==> config.mk <==
export PLATFORM = sky130hd
export DESIGN_NAME = sar_adc_core_control
export DESIGN_NICKNAME = d
export VERILOG_FILES = /design/src/sar_ctl_pkg.sv /design/src/sar_adc_core_control.sv
export VERILOG_INCLUDE_DIRS = /design/src
export SDC_FILE = /design/constraint.sdc
export NUM_CORES = 1
export LEC_CHECK = 0
export BUFFER_PORTS_ARGS = -buffer_cell sky130_fd_sc_hd__buf_2
export CORE_MARGIN = 10
export CORE_UTILIZATION = 55
export CTS_CLUSTER_DIAMETER = 40
export DETAILED_ROUTE_END_ITERATION = 10
export PLACE_DENSITY_LB_ADDON = 0.15
export SYNTH_ARGS = -nofsm -noshare
export SYNTH_HDL_FRONTEND = slang
export SYNTH_SLANG_ARGS = --single-unit
==> constraint.sdc <==
create_clock -name mclk -period 2.51 [get_ports mclk]
set_clock_uncertainty 0.2 [all_clocks]
set_input_delay 0.502 -clock mclk [delete_from_list [all_inputs] [get_ports mclk]]
set_output_delay 0.502 -clock mclk [all_outputs]
set_load 0.01 [all_outputs]
==> src/sar_ctl_defs.svh <==
`ifndef SAR_CTL_DEFS_SVH
`define SAR_CTL_DEFS_SVH
// ****************************************
// timing and layout constants
// ****************************************
`define CODE_BITS 12
`define CODE_STEPS 4096
`define WORD_RSV_BIT 15
`define WORD_TAG_HI 14
`define WORD_TAG_LO 13
`define WORD_ALERT_BIT 12
`define WORD_CODE_HI 11
`define WORD_RESULT_RESET 16'h0000
`define CODE_RESET 12'h000
`define CODE_MSB_ONLY 12'h0800
`define STEP_DIV_RESET 4'h0
`define STEP_DIV_LAST 4'h3
`define RESET_MIN_NS 10
`define CLK_PERIOD_NS 10
`define RESET_MIN_CYC (((`RESET_MIN_NS) + (`CLK_PERIOD_NS) - 1) / (`CLK_PERIOD_NS))
`define REF_WARMUP_MS 50
`define REF_WARMUP_CYC (`REF_WARMUP_MS * 100000)
`endif

==> src/sar_ctl_pkg.sv <==
package sar_ctl_pkg;
  typedef enum logic [1:0] {
    ST_SLEEP,
    ST_CONVERT,
    ST_DONE
  } conv_state_t;
endpackage : sar_ctl_pkg

==> src/sar_adc_core_control.sv <==
// What this block does
// - straight binary 12-bit code, step Vref/4096
// - config low bit 1 selects internal reference
// - internal reference off after power-up
// - auto power-down after every conversion
// - reset low clears registers asynchronously; trigger sync and pd_q load 1
// - 16-bit word sent as two bytes, MSB first
// - conversion timed by internal clock, not serial
// - word: rsv, channel tag, alert, code
// - trigger falling edge holds and starts conversion
`timescale 1ns/100ps
`default_nettype none
`include "sar_ctl_defs.svh"
module sar_adc_core_control (
  input wire logic mclk,
  input wire logic rst_n,
  input wire logic sample_trigger,
  input wire logic comparator_high,
  input wire logic [1:0] channel_select,
  input wire logic alert_in,
  input wire logic pdown_ref_bit,
  input wire logic pdown_ref_wr,
  input wire logic byte_req,
  output logic [`CODE_BITS-1:0] dac_code,
  output logic hold,
  output logic powered_down,
  output logic reference_internal,
  output logic [15:0] sample_code_word,
  output logic [7:0] byte_out,
  output logic byte_valid,
  output logic conv_done,
  output logic next_power_low
);
  import sar_ctl_pkg::*;

  // ****************************************
  // input synchronisers
  // ****************************************
  logic trig_s1_q, trig_s2_q, trig_s3_q, cmp_s1_q, cmp_s2_q;
  logic trig_fall;
  always_ff @(posedge mclk or negedge rst_n) begin
    if (!rst_n) begin
      trig_s1_q <= 1'b1;
      trig_s2_q <= 1'b1;
      trig_s3_q <= 1'b1;
      cmp_s1_q <= 1'b0;
      cmp_s2_q <= 1'b0;
    end else begin
      trig_s1_q <= sample_trigger;
      trig_s2_q <= trig_s1_q;
      trig_s3_q <= trig_s2_q;
      cmp_s1_q <= comparator_high;
      cmp_s2_q <= cmp_s1_q;
    end
  end
  assign trig_fall = trig_s3_q & ~trig_s2_q;

  // ****************************************
  // reference select
  // ****************************************
  logic ref_int_d, ref_int_q;
  always_comb begin
    ref_int_d = ref_int_q;
    if (pdown_ref_wr) begin
      ref_int_d = pdown_ref_bit;
    end
  end
  always_ff @(posedge mclk or negedge rst_n) begin
    if (!rst_n) begin
      ref_int_q <= 1'b0;
    end else begin
      ref_int_q <= ref_int_d;
    end
  end
  assign reference_internal = ref_int_q;

  // ****************************************
  // conversion engine
  // ****************************************
  conv_state_t st_d, st_q;
  logic [3:0] div_d, div_q;
  logic [3:0] bit_d, bit_q;
  logic [`CODE_BITS-1:0] trial_d, trial_q;
  logic [15:0] word_d, word_q;
  logic [1:0] tag_d, tag_q;
  logic done_d, done_q, npl_d, npl_q;
  logic step;
  assign step = (div_q == `STEP_DIV_LAST);
  always_comb begin
    st_d = st_q;
    div_d = div_q;
    bit_d = bit_q;
    trial_d = trial_q;
    word_d = word_q;
    tag_d = tag_q;
    done_d = 1'b0;
    npl_d = npl_q;
    unique case (st_q)
      ST_SLEEP: begin
        if (trig_fall) begin
          st_d = ST_CONVERT;
          div_d = `STEP_DIV_RESET;
          bit_d = 4'(`CODE_BITS - 1);
          trial_d = `CODE_MSB_ONLY;
          tag_d = channel_select;
        end
      end
      ST_CONVERT: begin
        // internal step divider paces the trials
        div_d = step ? `STEP_DIV_RESET : 4'(div_q + 4'h1);
        if (step) begin
          // keep or drop the trial bit, try the next lower
          if (!cmp_s2_q) begin
            trial_d[bit_q] = 1'b0;
          end
          if (bit_q == 4'h0) begin
            st_d = ST_DONE;
          end else begin
            trial_d[bit_q - 4'h1] = 1'b1;
            bit_d = 4'(bit_q - 4'h1);
          end
        end
      end
      ST_DONE: begin
        word_d = {1'b0, tag_q, alert_in, trial_q};
        done_d = 1'b1;
        npl_d = trig_s2_q;
        st_d = ST_SLEEP;
      end
      default: begin
        st_d = ST_SLEEP;
      end
    endcase
  end
  always_ff @(posedge mclk or negedge rst_n) begin
    if (!rst_n) begin
      st_q <= ST_SLEEP;
      div_q <= `STEP_DIV_RESET;
      bit_q <= 4'h0;
      trial_q <= `CODE_RESET;
      word_q <= `WORD_RESULT_RESET;
      tag_q <= 2'b00;
      done_q <= 1'b0;
      npl_q <= 1'b0;
    end else begin
      st_q <= st_d;
      div_q <= div_d;
      bit_q <= bit_d;
      trial_q <= trial_d;
      word_q <= word_d;
      tag_q <= tag_d;
      done_q <= done_d;
      npl_q <= npl_d;
    end
  end

  logic hold_d, hold_q, pd_d, pd_q;
  always_comb begin
    hold_d = (st_d == ST_CONVERT);
    pd_d = (st_d == ST_SLEEP);
  end
  always_ff @(posedge mclk or negedge rst_n) begin
    if (!rst_n) begin
      hold_q <= 1'b0;
      pd_q <= 1'b1;
    end else begin
      hold_q <= hold_d;
      pd_q <= pd_d;
    end
  end
  assign dac_code = trial_q;
  assign hold = hold_q;
  assign powered_down = pd_q;
  assign sample_code_word = word_q;
  assign conv_done = done_q;
  assign next_power_low = npl_q;

  // ****************************************
  // result byte serialiser
  // ****************************************
  logic sel_d, sel_q, bv_d, bv_q;
  logic [7:0] bo_d, bo_q;
  always_comb begin
    sel_d = sel_q;
    bv_d = 1'b0;
    bo_d = bo_q;
    if (done_q) begin
      sel_d = 1'b0;
    end else if (byte_req) begin
      bo_d = sel_q ? word_q[7:0] : word_q[15:8];
      bv_d = 1'b1;
      sel_d = ~sel_q;
    end
  end
  always_ff @(posedge mclk or negedge rst_n) begin
    if (!rst_n) begin
      sel_q <= 1'b0;
      bv_q <= 1'b0;
      bo_q <= 8'h00;
    end else begin
      sel_q <= sel_d;
      bv_q <= bv_d;
      bo_q <= bo_d;
    end
  end
  assign byte_out = bo_q;
  assign byte_valid = bv_q;

  // ****************************************
  // checks
  // ****************************************
  // counts the cycles that hold has been high
  logic [5:0] hcnt_d, hcnt_q;
  always_comb begin
    hcnt_d = hold_q ? 6'(hcnt_q + 6'h01) : 6'h00;
  end
  always_ff @(posedge mclk or negedge rst_n) begin
    if (!rst_n) begin
      hcnt_q <= 6'h00;
    end else begin
      hcnt_q <= hcnt_d;
    end
  end
  msb_first_a: assert property (@(posedge mclk)
    disable iff (!rst_n)
    byte_req && !done_q && !sel_q |=> byte_out == $past(word_q[15:8]))
    else $error("high byte not sent first");
  rsv_zero_a: assert property (@(posedge mclk)
    disable iff (!rst_n)
    sample_code_word[`WORD_RSV_BIT] == 1'b0)
    else $error("reserved bit set");
  auto_pd_a: assert property (@(posedge mclk)
    disable iff (!rst_n)
    conv_done |-> powered_down)
    else $error("no power-down after conversion");
  start_a: assert property (@(posedge mclk)
    disable iff (!rst_n)
    st_q == ST_SLEEP && trig_fall |=> hold ##0 dac_code == `CODE_MSB_ONLY)
    else $error("trigger did not start conversion");
  conv_len_a: assert property (@(posedge mclk)
    disable iff (!rst_n)
    $rose(hold) |-> hold [*8])
    else $error("conversion ended early");
  conv_steps_a: assert property (@(posedge mclk)
    disable iff (!rst_n)
    $fell(hold) |-> hcnt_q == 6'(`CODE_BITS * (`STEP_DIV_LAST + 4'h1)))
    else $error("conversion length wrong");
  ref_sel_a: assert property (@(posedge mclk)
    disable iff (!rst_n)
    pdown_ref_wr |=> reference_internal == $past(pdown_ref_bit))
    else $error("reference select wrong");
  done_pulse_a: assert property (@(posedge mclk)
    disable iff (!rst_n)
    conv_done |=> !conv_done)
    else $error("done not a pulse");
  tag_a: assert property (@(posedge mclk)
    disable iff (!rst_n)
    conv_done |-> sample_code_word[`WORD_TAG_HI:`WORD_TAG_LO] == tag_q)
    else $error("channel tag wrong");
endmodule : sar_adc_core_control
`default_nettype wire

==> run metrics <==
Max Root-Sink Buffers=2; hpwl dp=4.12 mm; Mean Syn Cell Area=11.8 µm²; worst rel slew slack=63.5%; Hold Buf Count CTS=1; Mapped Area=2710 µm²; Placement Rows=25; Crit path arrival time=2.14 ns; Syn Nets=245; vias per cell=5.36; GPL Wtd Cong=0.917; critical path startpoint category=register; CTS tree=built; Die Ht=90.1 µm; status=completed; number of global-route vias before repair=1902; Clock transition at path regs=0.06 ns; share of the clock period used by the worst path=84.9%; non-filler instance count after layout=354; setup TNS=0 ns; WL/cell=15.6 µm; total of max-cap violations=0; first-pass GRT wire length=9.31 mm; synthesis warning total=0; port buffer count=50; fill count=383; initial DRC count=92; Setup Crit Path Kind=reg2reg; Via Count=1899; ANT nets after route=0; Synth-to-Final Area Change=15.4%; worst-skew pair later-pin latency=0.33 ns; initial antenna violation count=0; Worst Setup End Kind=register; First-pass DRT Iterations=4; ratio of cells with drive above 1 in the final layout=35.2%; Final Hold Fails=0; ys flop type=dfrtp_1; Core Footprint=4750 µm²; Worst Hold Depth=1; peak supply drop=0.510 mV; H-tree Lvls=3; Reg2Reg Depth=6; largest net degree at the start of global routing=24; CTS resizes=0; clock sink count=59; pins over their slew limit=0; pwr dens=977 nW/µm²; dpl cells=337; RSZ-0062 raised after global routing=false; GRT Util Overall=13.8%; Yosys cell types=45; min Tclk post-route=2.13 ns; fraction of registers with async set/reset=100%; Final setup viols=0; I/O pin cnt=52; Peak Freq=469 MHz; Least-Margin Pin Slew=0.547 ns; CP required=2.51 ns; setup bufs post-CTS=0; crit-path max FO=12; total CTS buffers=9; most common cell after layout, fill and taps aside=dfrtp_1; Die W=90.1 µm; Synth Instances=229; most frequent cells in the layout=dfrtp_1 (55), buf_2 (50), o21ai_0 (22); Seq/Total Area, Yosys=54.7%; diodes inserted=0; Lkg Pwr=1.56 nW; GRT overflow=0; number of remaining DRC errors=0; Hold Path Class=in2reg; final wirelength=5.51 mm; Initial Utilization=56.9%; die area=8130 µm²; number of flops mapped to enable cells by yosys=0; synthesized flop and latch total=59; root buffer cell=clkbuf_8; nets@finish=298
## worst paths after layout
check | from | to | slack [ns]
max | bit_q[0] | bit_q[0] | 0.38
min | sample_trigger | trig_s1_q | 0.08
max reg2reg | bit_q[0] | bit_q[0] | 0.38
min reg2reg | cmp_s1_q | cmp_s2_q | 0.15
max in group asynchronous | rst_n | trig_s1_q | 0.94
min in group asynchronous | rst_n | conv_done | 0.47
## kinds of logic after synthesis
logic type	Yosys count	share of synthesized area, %
and+or+nand+nor	51	10.1
adders and majority gates	6	2.77
muxes	27	10.9
other	1	0.139
AOI/OAI and AO/OA	63	15.5
buffers and inverters	20	5.22
DFF	59	54.7
xor gates and xnor gates	2	0.647
## power breakdown
group          internal (mW)  leakage, nW  switching (mW)  total (mW)
Sequential              1.13        0.762           0.203        1.33
Clock                  0.359       0.0757           0.332       0.691
Combinational          0.425        0.725           0.608        1.03
## layout make-up
| class | instances | area (µm²) | share of cell area (%) |
|---|---|---|---|
| clock buffer | 15 | 146 | 4.69 |
| clock inverter | 1 | 5.00 | 0.160 |
| inverter | 5 | 18.8 | 0.601 |
| multi-input combinational | 150 | 1080 | 34.7 |
| sequential | 59 | 1480 | 47.4 |
| tap | 67 | 83.8 | 2.68 |
| timing repair buffer | 57 | 305 | 9.77 |
## sequential cells by signal, indices dropped and copies added, names as in the netlist
name                flops
bit_q                   4
byte_out                8
trig_s3_q               1
next_power_low          1
div_q                   4
conv_done               1
byte_valid              1
sel_q                   1
powered_down            1
reference_internal      1
sample_code_word       15
trig_s1_q               1
st_q                    2
cmp_s2_q                1
hold                    1
tag_q                   2
trig_s2_q               1
dac_code               12
cmp_s1_q                1
## cell usage after synthesis (2+ instances only)
library cell  instances  area share, %
a211oi_2              3            1.4
buf_2                 3           0.55
ha_1                  6            2.8
inv_1                 5           0.69
mux2_2               20            8.3
o31ai_1              11            3.1
nor2b_1               7            1.6
nand3_1               2           0.37
dfrtp_1              55             51
nand2b_1              3           0.69
a21oi_1               7            1.3
mux2i_1               7            2.6
dfstp_2               4            3.9
o21ai_1               3           0.55
buf_6                 5            2.1
a211oi_1              7            1.9
o21ai_0              22            4.1
nand2_1              20            2.8
a22oi_1               2           0.55
clkbuf_1              2           0.28
nor2_2                3           0.69
nor2_1                7           0.97
buf_4                 3           0.83
## worst max-delay path, cell delays in order, from the launching register on
cell     delay [ns]
dfrtp_1        0.47
inv_1          0.14
ha_1           0.38
or3b_1         0.43
a21oi_1        0.18
or3_1          0.13
o21ai_0        0.07
## metal layers
metal	global-route usage (%)	routed length, µm	vias up
li1	-	-	925
met1	16.5	2480	914
met2	21.5	2550	51
met3	5.82	382	9
met4	5.70	87	0
met5	0	0	-
## per-stage QoR
stage | utilization [%] | setup WS [ns] | hold slack (ns) | total power [mW] | instance area [µm²]
6_report | 65.7 | 0.379 | 0.0756 | 3.05 | 3120
5_1_grt | 65.7 | 0.246 | 0.0556 | 3.26 | 3120
4_1_cts | 65.7 | 0.412 | 0.0550 | 3.08 | 3120
3_5_place_dp | 62.3 | 0.420 | 0.142 | 2.38 | 2960
3_3_place_gp | 62.3 | 0.485 | 0.134 | 2.36 | 2960
2_1_floorplan | - | 0.752 | 0.00641 | 2.15 | 2710
Power figures use the tool's default switching activity.
